## src/design/psefe_pkg.sv

```systemverilog
// Package for the start/limit and supply event register bank
package psefe_pkg;
    // Command codes
    localparam logic [7:0] CMD_START_LIMIT_VIEW = 8'h08;
    localparam logic [7:0] CMD_START_LIMIT_CLEAR = 8'h09;
    localparam logic [7:0] CMD_SUPPLY_FAULT_VIEW = 8'h0a;
    localparam logic [7:0] CMD_SUPPLY_FAULT_CLEAR = 8'h0b;
    localparam logic [7:0] UNMAPPED_DATA = 8'h00;

    // Field layout and reset values
    localparam int NUM_CH = 4;
    localparam int NUM_PORT = 2;
    localparam int STARTUP_LSB = 0;
    localparam int CURRENT_LIMIT_LSB = 4;
    localparam logic [7:0] START_LIMIT_RESET = 8'h00;
    localparam logic [7:0] SUPPLY_FAULT_RESET = 8'h70;
    localparam logic [3:0] CH_CLEAR = 4'h0;

    // Cool-down timing
    localparam int CLK_KHZ = 25000;
    localparam int COOLDOWN_MS = 1000;
    localparam int COOLDOWN_CYCLES = COOLDOWN_MS * CLK_KHZ;
    localparam int COOL_CNT_W = 25;
    localparam logic [COOL_CNT_W-1:0] COOL_ZERO = 25'h0;
    localparam logic [COOL_CNT_W-1:0] COOL_ONE = 25'h1;

    // Channel sequencing states
    typedef enum logic [2:0] {
        CH_OFF,
        CH_WAIT,
        CH_INRUSH,
        CH_PARKED,
        CH_ON,
        CH_COOL
    } psefe_chan_state_t;

    // Per-channel inputs from the port control logic
    typedef struct packed {
        logic [3:0] channel_power_on_cmd;
        logic [3:0] channel_power_off_cmd;
        logic [3:0] start_allowed;
        logic [3:0] inrush_end;
        logic [3:0] inrush_bad;
        logic [3:0] limit_timeout;
        logic [3:0] discovery_error;
    } psefe_chan_in_t;

    // Port wiring, classification and auto mode
    typedef struct packed {
        logic [1:0] four_pair;
        logic [1:0] dual_sig;
        logic [1:0] class_7_8;
        logic auto_mode;
    } psefe_port_cfg_t;

    // Per-channel status outputs
    typedef struct packed {
        logic [3:0] enable;
        logic [3:0] power_good_flag;
        logic [3:0] cooling;
        logic [3:0] power_enable_change;
        logic [3:0] cause_update;
    } psefe_chan_out_t;
endpackage

```

## src/design/psefe_event_regs.sv

```systemverilog
// Start/limit and supply event registers with four-pair inrush sequencing
`timescale 1ns/10ps
module psefe_event_regs #(
    parameter logic [psefe_pkg::COOL_CNT_W-1:0] COOLDOWN_CYCLES =
        psefe_pkg::COOL_CNT_W'(psefe_pkg::COOLDOWN_CYCLES)
) (
    // Clock and reset
    input wire logic clk,
    input wire logic reset,
    // Command read port
    input wire logic cmd_valid,
    input wire logic [7:0] cmd_code,
    output logic rd_valid_q,
    output logic [7:0] rd_data_q,
    // Channel events and configuration
    input wire psefe_pkg::psefe_chan_in_t chan_in,
    input wire psefe_pkg::psefe_port_cfg_t port_cfg,
    input wire logic [7:0] supply_event,
    // Channel status
    output psefe_pkg::psefe_chan_out_t chan_out,
    // Summary toward the interrupt register
    output logic start_limit_pending,
    output logic supply_fault_pending
);

    // Sequencer state and cool-down counters
    psefe_pkg::psefe_chan_state_t st_q [psefe_pkg::NUM_CH];
    psefe_pkg::psefe_chan_state_t st_d [psefe_pkg::NUM_CH];
    logic [psefe_pkg::COOL_CNT_W-1:0] cool_q [psefe_pkg::NUM_CH];

    // Inrush outcome and event set terms
    logic [3:0] fault_kill;
    logic [3:0] good_end;
    logic [3:0] startup_fault_set;
    logic [3:0] current_limit_fault_set;
    logic [3:0] ch_off;

    // Channel flags
    logic [3:0] enable_q;
    logic [3:0] enable_d;
    logic [3:0] power_good_flag_q;
    logic [3:0] power_enable_change_q;
    logic [3:0] cause_q;

    // Event registers
    logic [3:0] startup_fault_q;
    logic [3:0] current_limit_fault_q;
    logic [7:0] supply_q;

    // Clearing read strobes
    logic clr_start_limit;
    logic clr_supply;

    // Inrush end decode per channel
    assign fault_kill = {4{1'b1}} & chan_in.inrush_end & chan_in.inrush_bad;
    assign good_end = chan_in.inrush_end & ~chan_in.inrush_bad;
    assign ch_off = chan_in.channel_power_off_cmd;

    // Clearing reads decode
    assign clr_start_limit = cmd_valid && (cmd_code == psefe_pkg::CMD_START_LIMIT_CLEAR);
    assign clr_supply = cmd_valid && (cmd_code == psefe_pkg::CMD_SUPPLY_FAULT_CLEAR);

    // Per-channel sequencer
    genvar c;
    generate
        for (c = 0; c < psefe_pkg::NUM_CH; c = c + 1) begin : g_ch
            // Partner channel, port index and role
            localparam int P = c ^ 1;
            localparam int PORT = c / 2;
            localparam bit PRIMARY = (c % 2) == 0;

            logic ss;
            logic par;
            logic ser;
            logic kill_me;
            logic kill_pt;
            logic start;
            logic cool_done;

            // Port style for this channel
            assign ss = port_cfg.four_pair[PORT] & ~port_cfg.dual_sig[PORT];
            assign par = ss & port_cfg.class_7_8[PORT];
            assign ser = ss & ~port_cfg.class_7_8[PORT];
            assign kill_me = (st_q[c] == psefe_pkg::CH_INRUSH) && fault_kill[c];
            assign kill_pt = ss && (st_q[P] == psefe_pkg::CH_INRUSH) && fault_kill[P];
            assign start = (chan_in.channel_power_on_cmd[c] | (ss & chan_in.channel_power_on_cmd[P]))
                & chan_in.start_allowed[c];
            assign cool_done = cool_q[c] >= COOLDOWN_CYCLES - psefe_pkg::COOL_ONE;

            // Next state
            always_comb begin
                st_d[c] = st_q[c];
                if (ch_off[c] || (ss && ch_off[P])) begin
                    st_d[c] = psefe_pkg::CH_OFF;
                end else begin
                    case (st_q[c])
                        psefe_pkg::CH_OFF: begin
                            if (start) begin
                                if (ser && !PRIMARY) begin
                                    st_d[c] = psefe_pkg::CH_WAIT;
                                end else begin
                                    st_d[c] = psefe_pkg::CH_INRUSH;
                                end
                            end
                        end
                        psefe_pkg::CH_WAIT: begin
                            if (kill_pt) begin
                                st_d[c] = psefe_pkg::CH_COOL;
                            end else if (st_q[P] == psefe_pkg::CH_INRUSH && good_end[P]) begin
                                st_d[c] = psefe_pkg::CH_ON;
                            end
                        end
                        psefe_pkg::CH_INRUSH: begin
                            if (kill_me || kill_pt) begin
                                st_d[c] = psefe_pkg::CH_COOL;
                            end else if (good_end[c]) begin
                                if (!par || st_q[P] == psefe_pkg::CH_PARKED
                                    || (st_q[P] == psefe_pkg::CH_INRUSH && good_end[P])) begin
                                    st_d[c] = psefe_pkg::CH_ON;
                                end else begin
                                    st_d[c] = psefe_pkg::CH_PARKED;
                                end
                            end
                        end
                        psefe_pkg::CH_PARKED: begin
                            if (kill_pt) begin
                                st_d[c] = psefe_pkg::CH_COOL;
                            end else if (st_q[P] == psefe_pkg::CH_INRUSH && good_end[P]) begin
                                st_d[c] = psefe_pkg::CH_ON;
                            end
                        end
                        psefe_pkg::CH_ON: begin
                            if (chan_in.limit_timeout[c] || (ss && chan_in.limit_timeout[P])) begin
                                st_d[c] = psefe_pkg::CH_OFF;
                            end
                        end
                        psefe_pkg::CH_COOL: begin
                            if (cool_done) begin
                                st_d[c] = psefe_pkg::CH_OFF;
                            end
                        end
                        default: begin
                            st_d[c] = psefe_pkg::CH_OFF;
                        end
                    endcase
                end
            end

            // State register
            always_ff @(posedge clk) begin
                if (reset) begin
                    st_q[c] <= psefe_pkg::CH_OFF;
                end else begin
                    st_q[c] <= st_d[c];
                end
            end

            // One-second cool-down counter
            always_ff @(posedge clk) begin
                if (reset) begin
                    cool_q[c] <= psefe_pkg::COOL_ZERO;
                end else if (st_q[c] == psefe_pkg::CH_COOL) begin
                    cool_q[c] <= cool_q[c] + psefe_pkg::COOL_ONE;
                end else begin
                    cool_q[c] <= psefe_pkg::COOL_ZERO;
                end
            end

            // Event set terms
            assign startup_fault_set[c] = kill_me || kill_pt
                || (chan_in.discovery_error[c] && !port_cfg.auto_mode);
            assign current_limit_fault_set[c] = (st_q[c] == psefe_pkg::CH_ON)
                && chan_in.limit_timeout[c];
            assign enable_d[c] = (st_d[c] == psefe_pkg::CH_INRUSH) || (st_d[c] == psefe_pkg::CH_PARKED)
                || (st_d[c] == psefe_pkg::CH_ON); // Parked channel stays powered
        end
    endgenerate

    // Start fault bits, sticky, set wins over clear
    always_ff @(posedge clk) begin
        if (reset) begin
            startup_fault_q <= psefe_pkg::START_LIMIT_RESET[psefe_pkg::STARTUP_LSB +: 4];
        end else begin
            startup_fault_q <= (startup_fault_q & ~(ch_off | {4{clr_start_limit}}))
                | startup_fault_set;
        end
    end

    // Current-limit fault bits, sticky, set wins over clear
    always_ff @(posedge clk) begin
        if (reset) begin
            current_limit_fault_q <= psefe_pkg::START_LIMIT_RESET[psefe_pkg::CURRENT_LIMIT_LSB +: 4];
        end else begin
            current_limit_fault_q <= (current_limit_fault_q & ~(ch_off | {4{clr_start_limit}}))
                | current_limit_fault_set;
        end
    end

    // Supply and fault events
    always_ff @(posedge clk) begin
        if (reset) begin
            supply_q <= psefe_pkg::SUPPLY_FAULT_RESET;
        end else begin
            supply_q <= (supply_q & ~{8{clr_supply}}) | supply_event;
        end
    end

    // Channel enable follows the next state
    always_ff @(posedge clk) begin
        if (reset) begin
            enable_q <= psefe_pkg::CH_CLEAR;
        end else begin
            enable_q <= enable_d;
        end
    end

    // Power good once a channel is fully on
    always_ff @(posedge clk) begin
        if (reset) begin
            power_good_flag_q <= psefe_pkg::CH_CLEAR;
        end else begin
            for (int i = 0; i < psefe_pkg::NUM_CH; i++) begin
                power_good_flag_q[i] <= st_d[i] == psefe_pkg::CH_ON;
            end
        end
    end

    // One-cycle pulse on each enable change
    always_ff @(posedge clk) begin
        if (reset) begin
            power_enable_change_q <= psefe_pkg::CH_CLEAR;
        end else begin
            power_enable_change_q <= enable_q ^ enable_d;
        end
    end

    // Strobe to the power-on cause register
    always_ff @(posedge clk) begin
        if (reset) begin
            cause_q <= psefe_pkg::CH_CLEAR;
        end else begin
            cause_q <= chan_in.discovery_error & {4{~port_cfg.auto_mode}};
        end
    end

    // Command read answer, one cycle after the command
    always_ff @(posedge clk) begin
        if (reset) begin
            rd_valid_q <= 1'b0;
            rd_data_q <= psefe_pkg::UNMAPPED_DATA;
        end else begin
            rd_valid_q <= cmd_valid;
            if (!cmd_valid) begin
                rd_data_q <= rd_data_q;
            end else if (cmd_code == psefe_pkg::CMD_START_LIMIT_VIEW
                || cmd_code == psefe_pkg::CMD_START_LIMIT_CLEAR) begin
                rd_data_q <= {current_limit_fault_q, startup_fault_q};
            end else if (cmd_code == psefe_pkg::CMD_SUPPLY_FAULT_VIEW
                || cmd_code == psefe_pkg::CMD_SUPPLY_FAULT_CLEAR) begin
                rd_data_q <= supply_q;
            end else begin
                rd_data_q <= psefe_pkg::UNMAPPED_DATA;
            end
        end
    end

    // Outputs from the flag registers and the state decode
    always_comb begin
        chan_out.enable = enable_q;
        chan_out.power_good_flag = power_good_flag_q;
        chan_out.power_enable_change = power_enable_change_q;
        chan_out.cause_update = cause_q;
        chan_out.cooling = psefe_pkg::CH_CLEAR;
        for (int i = 0; i < psefe_pkg::NUM_CH; i++) begin
            chan_out.cooling[i] = st_q[i] == psefe_pkg::CH_COOL;
        end
    end
    assign start_limit_pending = |{current_limit_fault_q, startup_fault_q};
    assign supply_fault_pending = |supply_q;

endmodule

```

## config.mk

```make
export PLATFORM = sky130hd
export DESIGN_NAME = psefe_event_regs
export DESIGN_NICKNAME = d
export VERILOG_FILES = /design/src/design/psefe_pkg.sv /design/src/design/psefe_event_regs.sv
export SDC_FILE = /design/constraint.sdc
export NUM_CORES = 1
export LEC_CHECK = 0
export BUFFER_PORTS_ARGS = -buffer_cell sky130_fd_sc_hd__buf_2
export CAP_MARGIN = 10
export CORE_ASPECT_RATIO = 2
export CORE_UTILIZATION = 55
export DETAILED_ROUTE_END_ITERATION = 6
export HOLD_SLACK_MARGIN = 0.1
export PLACE_DENSITY = 0.76
export SLEW_MARGIN = 25
export SYNTH_ARGS = -nofsm -noshare
export SYNTH_HDL_FRONTEND = slang
export SYNTH_SLANG_ARGS = --single-unit
```

## constraint.sdc

```tcl
create_clock -name clk -period 6 [get_ports clk]
set_clock_uncertainty 0.1 [all_clocks]
set_input_delay 0.9 -clock clk [delete_from_list [all_inputs] [get_ports clk]]
set_output_delay 0.9 -clock clk [all_outputs]
set_load 0.03 [all_outputs]
```

==> impl_metrics.prom, run 1 <==
# TYPE chip_impl_metric gauge
chip_impl_info{name="status",value="finished, final reports clean"} 1
chip_impl_info{name="hold_path.startpoint",value="rd_data_q[1]$_SDFFE_PP0P_"} 1
chip_impl_metric{name="synthCells",unit=""} 867
chip_impl_metric{name="clock_sink_count",unit=""} 153
chip_impl_metric{name="max_slew_margin",unit="%"} 42.6
chip_impl_metric{name="sw_frac_of_total",unit="%"} 24.9
chip_impl_metric{name="cts.repair_timing.setup_buffer_count",unit=""} 0
chip_impl_metric{name="max_freq",unit="GHz"} 0.372
chip_impl_metric{name="setup_violations",unit=""} 0
chip_impl_metric{name="highest_cell_delay_on_the_worst_timing_path",unit="ns"} 0.60
chip_impl_metric{name="die_width",unit="µm"} 88.9
chip_impl_metric{name="yosysUniqueCellTypes",unit=""} 80
chip_impl_metric{name="mappedNetlistArea",unit="µm²"} 8310
chip_impl_metric{name="post_cts.resized_instances",unit=""} 0
chip_impl_metric{name="internal_reg_to_reg_setup_slack",unit="ns"} 3.65
chip_impl_metric{name="routed_wire_length",unit="mm"} 19.0
chip_impl_metric{name="crit_path_max_fanout",unit=""} 9
chip_impl_metric{name="net_count_of_the_finished_layout",unit=""} 1096
chip_impl_metric{name="timing.critical_path.arrival",unit="ns"} 1.69
chip_impl_metric{name="coreArea",unit="µm²"} 14800
chip_impl_info{name="holdPathEnd",value="rd_data_q[1]$_SDFFE_PP0P_"} 1
chip_impl_metric{name="die-area",unit="µm²"} 15600
chip_impl_metric{name="slew_viol_final",unit=""} 0
chip_impl_metric{name="power.share.clock",unit="%"} 44.8
chip_impl_info{name="rsz0062_at_grt",value="false"} 1
chip_impl_metric{name="core.rowCount",unit=""} 63
chip_impl_metric{name="globalplace.congestion",unit=""} 0.988
chip_impl_metric{name="post_drt_antenna_nets",unit=""} 0
chip_impl_metric{name="grt_antenna_before_repair",unit=""} 0
chip_impl_metric{name="postSynthAreaPerCell",unit="µm²"} 9.59
chip_impl_info{name="synthFlopType",value="sky130_fd_sc_hd__edfxtp_1"} 1
chip_impl_metric{name="peakVddDrop",unit="µV"} 216
chip_impl_metric{name="placed_cells_incl_taps",unit=""} 1214
chip_impl_metric{name="grt_max_degree",unit=""} 43
chip_impl_metric{name="drv_cap",unit=""} 0
chip_impl_metric{name="synth-async-reset-ratio",unit="%"} 0
chip_impl_metric{name="power_frac_seq",unit="%"} 48.8
chip_impl_metric{name="initial_core_utilization",unit="%"} 56.1
chip_impl_metric{name="drt_iter0_drc",unit=""} 337
chip_impl_info{name="setup.worst_path.class",value="register to primary output"} 1
chip_impl_metric{name="worstPathBufferInverterCount",unit=""} 2
chip_impl_metric{name="worst_skew_pair.late_latency",unit="ns"} 0.43
chip_impl_metric{name="final_hold_viol_count",unit=""} 0
chip_impl_info{name="rr_startpoint",value="st_q[1][2]$_SDFF_PP0_"} 1
chip_impl_metric{name="finalSetupTns",unit="ns"} 0
chip_impl_info{name="layout.cells.most_common_list",value="sky130_fd_sc_hd__nor2_1 (150), sky130_fd_sc_hd__edfxtp_1 (100), sky130_fd_sc_hd__conb_1 (100)"} 1
chip_impl_metric{name="vias_in_the_first_global_route",unit=""} 6827
chip_impl_metric{name="cts_made_buffers",unit=""} 17
chip_impl_metric{name="floorplan.io_pins",unit=""} 85
chip_impl_metric{name="drt-vias-per-instance",unit=""} 5.47
chip_impl_metric{name="comb_power_share",unit="%"} 6.4
chip_impl_metric{name="min_delay_path_depth",unit=""} 2
chip_impl_metric{name="power_report.internal_total",unit="mW"} 1.83
chip_impl_metric{name="p_per_area",unit="nW/µm²"} 249
chip_impl_metric{name="yosys_register_bits",unit=""} 153
chip_impl_info{name="timing.hold.worst.class",value="register to register"} 1
chip_impl_info{name="tritoncts",value="yes"} 1
chip_impl_metric{name="wire_per_inst",unit="µm"} 15.2
chip_impl_metric{name="total_power",unit="mW"} 2.44
chip_impl_metric{name="layout-drive-gt1-share",unit="%"} 14.6
chip_impl_metric{name="layout.cells.non_filler",unit=""} 1246
chip_impl_info{name="critical_path.cell_chain",value="nand2_1, or2_2, inv_1, buf_2"} 1
chip_impl_metric{name="yosys_warnings",unit=""} 0
chip_impl_metric{name="port-buffer-count",unit=""} 84
chip_impl_info{name="startpoint_type",value="register"} 1
chip_impl_metric{name="iteration_count_of_the_initial_detailed_routing_pass",unit=""} 5
chip_impl_info{name="cts.root.buffer_cell",value="sky130_fd_sc_hd__clkbuf_16"} 1
chip_impl_metric{name="ctsHoldBuffers",unit=""} 0
chip_impl_metric{name="total_leakage_power",unit="nW"} 3.65
chip_impl_metric{name="clock_transition_at_the_register_clock_pins_on_the_worst_setup_and_hold_paths_after_cts",unit="ns"} 0.07
chip_impl_metric{name="route.vias.total",unit=""} 6813
chip_impl_metric{name="die-height",unit="µm"} 176
chip_impl_metric{name="grt_first_pass_wirelength",unit="mm"} 31.0
chip_impl_info{name="slowest_library_cell_on_the_worst_path",value="sky130_fd_sc_hd__dfxtp_1"} 1
chip_impl_metric{name="cts.htree.levels",unit=""} 4
chip_impl_info{name="mostFrequentLayoutCell",value="sky130_fd_sc_hd__nor2_1"} 1
chip_impl_metric{name="measured_slew_at_the_worst_slew_check_pin",unit="ns"} 0.861
chip_impl_metric{name="antenna_cells",unit=""} 0
chip_impl_info{name="crit_path_end_kind",value="primary output"} 1
chip_impl_metric{name="finalCriticalPeriod",unit="ns"} 2.69
chip_impl_metric{name="period_share",unit="%"} 44.8
chip_impl_metric{name="number_of_enable_flip_flop_cells_after_synthesis",unit=""} 100
chip_impl_metric{name="yosysSeqAreaShare",unit="%"} 48.9
chip_impl_info{name="critical_path.top_delay_family",value="flip-flops"} 1
chip_impl_metric{name="total_switching_power",unit="mW"} 0.607
chip_impl_metric{name="global_route.usage.total",unit="%"} 25.9
chip_impl_metric{name="remaining_drc_errors",unit=""} 0
chip_impl_metric{name="fin_hold_ws",unit="ns"} 0.365
chip_impl_metric{name="worst_r2r_path_depth",unit=""} 7
chip_impl_metric{name="crit_required",unit="ns"} 5.00
chip_impl_info{name="r2r_end",value="power_enable_change_q[2]$_SDFF_PP0_"} 1
chip_impl_metric{name="global_route_total_overflow",unit=""} 0
chip_impl_metric{name="syn2layout_area_growth",unit="%"} 17.9
chip_impl_metric{name="timing.critical_path.depth",unit=""} 4
chip_impl_metric{name="hpwl_after_detailed_placement",unit="mm"} 14.0
chip_impl_metric{name="clock_tree.buffer_depth",unit=""} 2
stage by stage:
stage | utilization (%) | cell area, µm² | setup WS [ns]
after floorplan | - | 8680 | 3.40
after global placement | 62.1 | 9200 | 3.03
after detailed placement | 62.1 | 9200 | 2.99
after CTS | 66.1 | 9800 | 3.31
after global routing | 66.1 | 9800 | 3.17
final | 66.1 | 9800 | 3.31
registers in the layout, summed over array words and instances (netlist names):
signal and flops:
cool_q 100, st_q 12, rd_data_q 8, supply_q 8
cause_q 4, current_limit_fault_q 4, enable_q 4, power_enable_change_q 4
power_good_flag_q 4, startup_fault_q 4, rd_valid_q 1
how the worst max path moves through the flow:
stage | startpoint | endpoint | slack, ns
CTS | st_q[1][5]$_SDFF_PP0_ | chan_out[11] | 3.31
finish | st_q[1][5]$_SDFF_PP0_ | chan_out[11] | 3.31
global route | cmd_code[2] | startup_fault_q[1]$_SDFF_PP0_ | 3.17
detailed placement | cmd_code[2] | startup_fault_q[1]$_SDFF_PP0_ | 2.99
floorplan | cmd_code[2] | startup_fault_q[1]$_SDFF_PP0_ | 3.40
global placement | cmd_code[2] | startup_fault_q[1]$_SDFF_PP0_ | 3.03
cell usage after synthesis, types with 4 or more instances:
library cell | count | area share (%)
sky130_fd_sc_hd__nor3_1 | 17 | 1.0
sky130_fd_sc_hd__and2_1 | 5 | 0.38
sky130_fd_sc_hd__xnor2_1 | 24 | 2.5
sky130_fd_sc_hd__a32oi_1 | 7 | 0.74
sky130_fd_sc_hd__a31oi_1 | 9 | 0.68
sky130_fd_sc_hd__mux2_2 | 8 | 1.1
sky130_fd_sc_hd__clkbuf_1 | 21 | 0.95
sky130_fd_sc_hd__a21oi_1 | 42 | 2.5
sky130_fd_sc_hd__and3_1 | 14 | 1.1
sky130_fd_sc_hd__nand4_1 | 15 | 1.1
sky130_fd_sc_hd__edfxtp_1 | 100 | 36
sky130_fd_sc_hd__nor4_1 | 6 | 0.45
sky130_fd_sc_hd__buf_2 | 6 | 0.36
sky130_fd_sc_hd__xor2_1 | 58 | 6.1
sky130_fd_sc_hd__a221o_1 | 5 | 0.60
sky130_fd_sc_hd__nand3_1 | 58 | 3.5
sky130_fd_sc_hd__nor2_1 | 150 | 6.8
sky130_fd_sc_hd__o21ai_0 | 30 | 1.8
sky130_fd_sc_hd__nand2_1 | 66 | 3.0
sky130_fd_sc_hd__inv_1 | 19 | 0.86
sky130_fd_sc_hd__or3_1 | 15 | 1.1
sky130_fd_sc_hd__or2_2 | 8 | 0.60
sky130_fd_sc_hd__and3b_1 | 5 | 0.53
sky130_fd_sc_hd__nor2b_1 | 13 | 0.98
sky130_fd_sc_hd__nand2b_1 | 17 | 1.3
sky130_fd_sc_hd__dfxtp_1 | 53 | 13
sky130_fd_sc_hd__o211ai_1 | 4 | 0.36
sky130_fd_sc_hd__and4_1 | 11 | 1.2
sky130_fd_sc_hd__ha_1 | 4 | 0.60
worst register-to-register path, delay by kind of cell (launching register included):
family | cells | cell delay [ns]
AO/OA/AOI/OAI | 4 | 0.99
flip-flops | 1 | 0.55
AND/OR/NAND/NOR | 3 | 0.59
layer usage:
layer  global-route usage [%]  up-vias  wire length, µm
li1                         -     3390                -
met1                     26.0     3218             7100
met2                     48.1      154            10500
met3                     4.23       51              614
met4                     14.9        0              797
met5                        0        -                0
area by class of cell:
cell class              instances  area [µm²]
clock buffers                  19         454
flip-flops and latches        153        4060
multi-input cells             762        4390
repair buffers                 85         428
well taps                     195         244
fillers                      1350        5020
clock inverters                13         145
inverters                      19        71.3
power by group through the flow:
stage	Sequential [mW]	Clock, mW	Combinational (mW)
2_1_floorplan	1.21	0	0.0968
3_3_place_gp	1.21	0	0.150
3_5_place_dp	1.21	0	0.151
4_1_cts	1.19	1.11	0.153
5_1_grt	1.19	1.15	0.172
6_report	1.19	1.09	0.156
logic make-up after synthesis:
group	after synthesis	share of synthesized area, %
compound gates	135	10.9
mux	8	1.08
flops	153	48.9
simple gates	433	27.1
other cells	1	0.0451
xor+xnor	82	8.64
buf+inv	51	2.76
fa+ha+maj	4	0.602
(Power assumes the default switching activity.)
==> run 2, diff against run 1 <==
Settings changed: CORE_UTILIZATION 55 to 54, PLACE_DENSITY 0.76 to 0.78.
Clock period 6 ns to 2.2 ns, I/O delays scaled along.
==> impl_metrics.prom, run 2 (synthesis results as in run 1) <==
# TYPE chip_impl_metric gauge
chip_impl_info{name="status",value="finished, final reports clean"} 1
chip_impl_info{name="registers.top_by_ff_count",value="cool_q"} 1
chip_impl_metric{name="vias_in_the_first_global_route",unit=""} 7400
chip_impl_metric{name="final_util",unit="%"} 70.8
chip_impl_metric{name="setup_violations",unit=""} 0
chip_impl_info{name="setup.worst_path.class",value="register to register"} 1
chip_impl_metric{name="net_count_of_the_finished_layout",unit=""} 1184
chip_impl_metric{name="core.rowCount",unit=""} 63
chip_impl_metric{name="total_leakage_power",unit="nW"} 4.07
chip_impl_metric{name="layout-drive-gt1-share",unit="%"} 21.0
chip_impl_metric{name="period_share",unit="%"} 96.5
chip_impl_info{name="rsz0062_at_grt",value="true"} 1
chip_impl_metric{name="cts_made_buffers",unit=""} 17
chip_impl_metric{name="max_freq",unit="GHz"} 0.471
chip_impl_metric{name="grt_max_degree",unit=""} 26
chip_impl_metric{name="coreArea",unit="µm²"} 14900
chip_impl_metric{name="fill_cells",unit=""} 1199
chip_impl_metric{name="die-area",unit="µm²"} 15900
chip_impl_metric{name="grt_antenna_before_repair",unit=""} 0
chip_impl_info{name="hold_path.startpoint",value="chan_in[6]"} 1
chip_impl_metric{name="crit_path_max_fanout",unit=""} 3
chip_impl_metric{name="floorplan.io_pins",unit=""} 85
chip_impl_metric{name="grt_first_pass_wirelength",unit="mm"} 33.2
chip_impl_metric{name="iteration_count_of_the_initial_detailed_routing_pass",unit=""} 5
chip_impl_metric{name="finalCriticalPeriod",unit="ns"} 2.12
chip_impl_metric{name="p_per_area",unit="nW/µm²"} 627
chip_impl_metric{name="post_drt_antenna_nets",unit=""} 0
chip_impl_info{name="rr_startpoint",value="cool_q[0][4]$_SDFFCE_PP0P_"} 1
chip_impl_metric{name="clock_tree.buffer_depth",unit=""} 2
chip_impl_metric{name="global_route.usage.total",unit="%"} 26.3
chip_impl_metric{name="wire_per_inst",unit="µm"} 15.1
chip_impl_metric{name="drt-vias-per-instance",unit=""} 5.42
chip_impl_metric{name="drt_iter0_drc",unit=""} 313
chip_impl_metric{name="hpwl_after_detailed_placement",unit="mm"} 15.0
chip_impl_info{name="timing.hold.worst.class",value="input pin to register"} 1
chip_impl_metric{name="timing.critical_path.arrival",unit="ns"} 2.31
chip_impl_metric{name="syn2layout_area_growth",unit="%"} 26.9
chip_impl_info{name="startpoint_type",value="register"} 1
chip_impl_info{name="crit_path_end_kind",value="register"} 1
chip_impl_metric{name="peakVddDrop",unit="µV"} 625
chip_impl_metric{name="initial_core_utilization",unit="%"} 55.8
chip_impl_info{name="mostFrequentLayoutCell",value="sky130_fd_sc_hd__nor2_1"} 1
chip_impl_metric{name="die_width",unit="µm"} 89.7
chip_impl_metric{name="port-buffer-count",unit=""} 84
chip_impl_metric{name="drv_cap",unit=""} 0
chip_impl_metric{name="crit_required",unit="ns"} 2.39
chip_impl_info{name="tritoncts",value="yes"} 1
chip_impl_info{name="layout_top_registers",value="cool_q x100, st_q x12"} 1
chip_impl_metric{name="clock_transition_at_the_register_clock_pins_on_the_worst_setup_and_hold_paths_after_cts",unit="ns"} 0.07
chip_impl_metric{name="globalplace.congestion",unit=""} 0.952
chip_impl_metric{name="post-route-cell-area",unit="µm²"} 10500
chip_impl_metric{name="clock_sink_count",unit=""} 153
chip_impl_metric{name="routed_wire_length",unit="mm"} 20.2
chip_impl_info{name="layout.cells.most_common_list",value="sky130_fd_sc_hd__nor2_1 (149), sky130_fd_sc_hd__edfxtp_1 (100), sky130_fd_sc_hd__conb_1 (100)"} 1
chip_impl_metric{name="slew_viol_final",unit=""} 0
chip_impl_metric{name="die-height",unit="µm"} 177
chip_impl_metric{name="cts.htree.levels",unit=""} 4
chip_impl_metric{name="antenna_cells",unit=""} 0
chip_impl_metric{name="worst_skew_pair.late_latency",unit="ns"} 0.43
chip_impl_info{name="cts.root.buffer_cell",value="sky130_fd_sc_hd__clkbuf_16"} 1
chip_impl_metric{name="dpl_cell_area",unit="µm²"} 9710
chip_impl_metric{name="remaining_drc_errors",unit=""} 0
chip_impl_metric{name="global_route_total_overflow",unit=""} 0
chip_impl_metric{name="final_hold_viol_count",unit=""} 0
chip_impl_metric{name="largest_reg_flops",unit=""} 100
chip_impl_info{name="startpoint",value="cool_q[0][4]$_SDFFCE_PP0P_"} 1
chip_impl_metric{name="finalSetupTns",unit="ns"} 0
chip_impl_metric{name="route.vias.total",unit=""} 7226
chip_impl_metric{name="total_power",unit="mW"} 6.61
run 2: changes by cell type in the layout (fill, tap and decap cells not counted), moves of 3 or more:
cell / change
sky130_fd_sc_hd__dfxtp_2: +3
sky130_fd_sc_hd__clkinv_4: -3
sky130_fd_sc_hd__dfxtp_1: -3
sky130_fd_sc_hd__clkinvlp_4: +3
sky130_fd_sc_hd__dlygate4sd3_1: +14
sky130_fd_sc_hd__buf_4: +74
run 2: final timing paths:
kind / slack [ns] / endpoint / cells after the start
worst max-delay path: 0.08 / cool_q[0][17]$_SDFFCE_PP0P_ / 5
worst min-delay path: 0.15 / current_limit_fault_q[2]$_SDFF_PP0_ / 3
worst max register to register: 0.08 / cool_q[0][17]$_SDFFCE_PP0P_ / 5
worst min register to register: 0.37 / rd_data_q[2]$_SDFFE_PP0P_ / 2
run 2: report_power, final:
group	internal [mW]	total [mW]	switching [mW]
logic	0.232	0.526	0.294
registers	3.14	3.23	0.0842
clock network	1.56	2.86	1.30
run 2: per-stage QoR:
| stage | hold slack [ns] | setup slack [ns] | cells |
|---|---|---|---|
| finish | 0.148 | 0.0778 | 1334 |
| CTS | 0.135 | 0.0162 | 1328 |
| global route | 0.158 | -0.0554 | 1334 |
| floorplan | 0.306 | 0.116 | 966 |
| global placement | 0.353 | 0.0242 | 1282 |
| detailed placement | 0.355 | -0.0626 | 1282 |
run 2: critical path, stage by stage (launching register included):
cell	delay (ns)
sky130_fd_sc_hd__edfxtp_1	0.38
sky130_fd_sc_hd__nand4_1	0.17
sky130_fd_sc_hd__or2_1	0.29
sky130_fd_sc_hd__or4_1	0.57
sky130_fd_sc_hd__or3_1	0.33
sky130_fd_sc_hd__a21oi_1	0.14
run 2: layout make-up:
class,count,area (µm²),area share (%)
multi-input cells,762,4460,42.3
flip-flops and latches,153,4070,38.6
repair buffers,173,1120,10.7
clock buffers,19,454,4.31
well taps,195,244,2.31
clock inverters,13,125,1.19
inverters,19,71.3,0.676
run 2: metal layers:
layer	GRT usage (%)	share of wire, %
met1	25.1	36
met2	51.4	56
met3	5.14	4.1
met4	15.2	4.6
met5	0	0
run 2: repair_timing:
action,CTS,global route
hold buffers,14,0
endpoints found under the setup margin,1,16
endpoints found under the hold margin,14,0
setup buffers,0,6
pin swaps,1,4
resized for setup,0,17
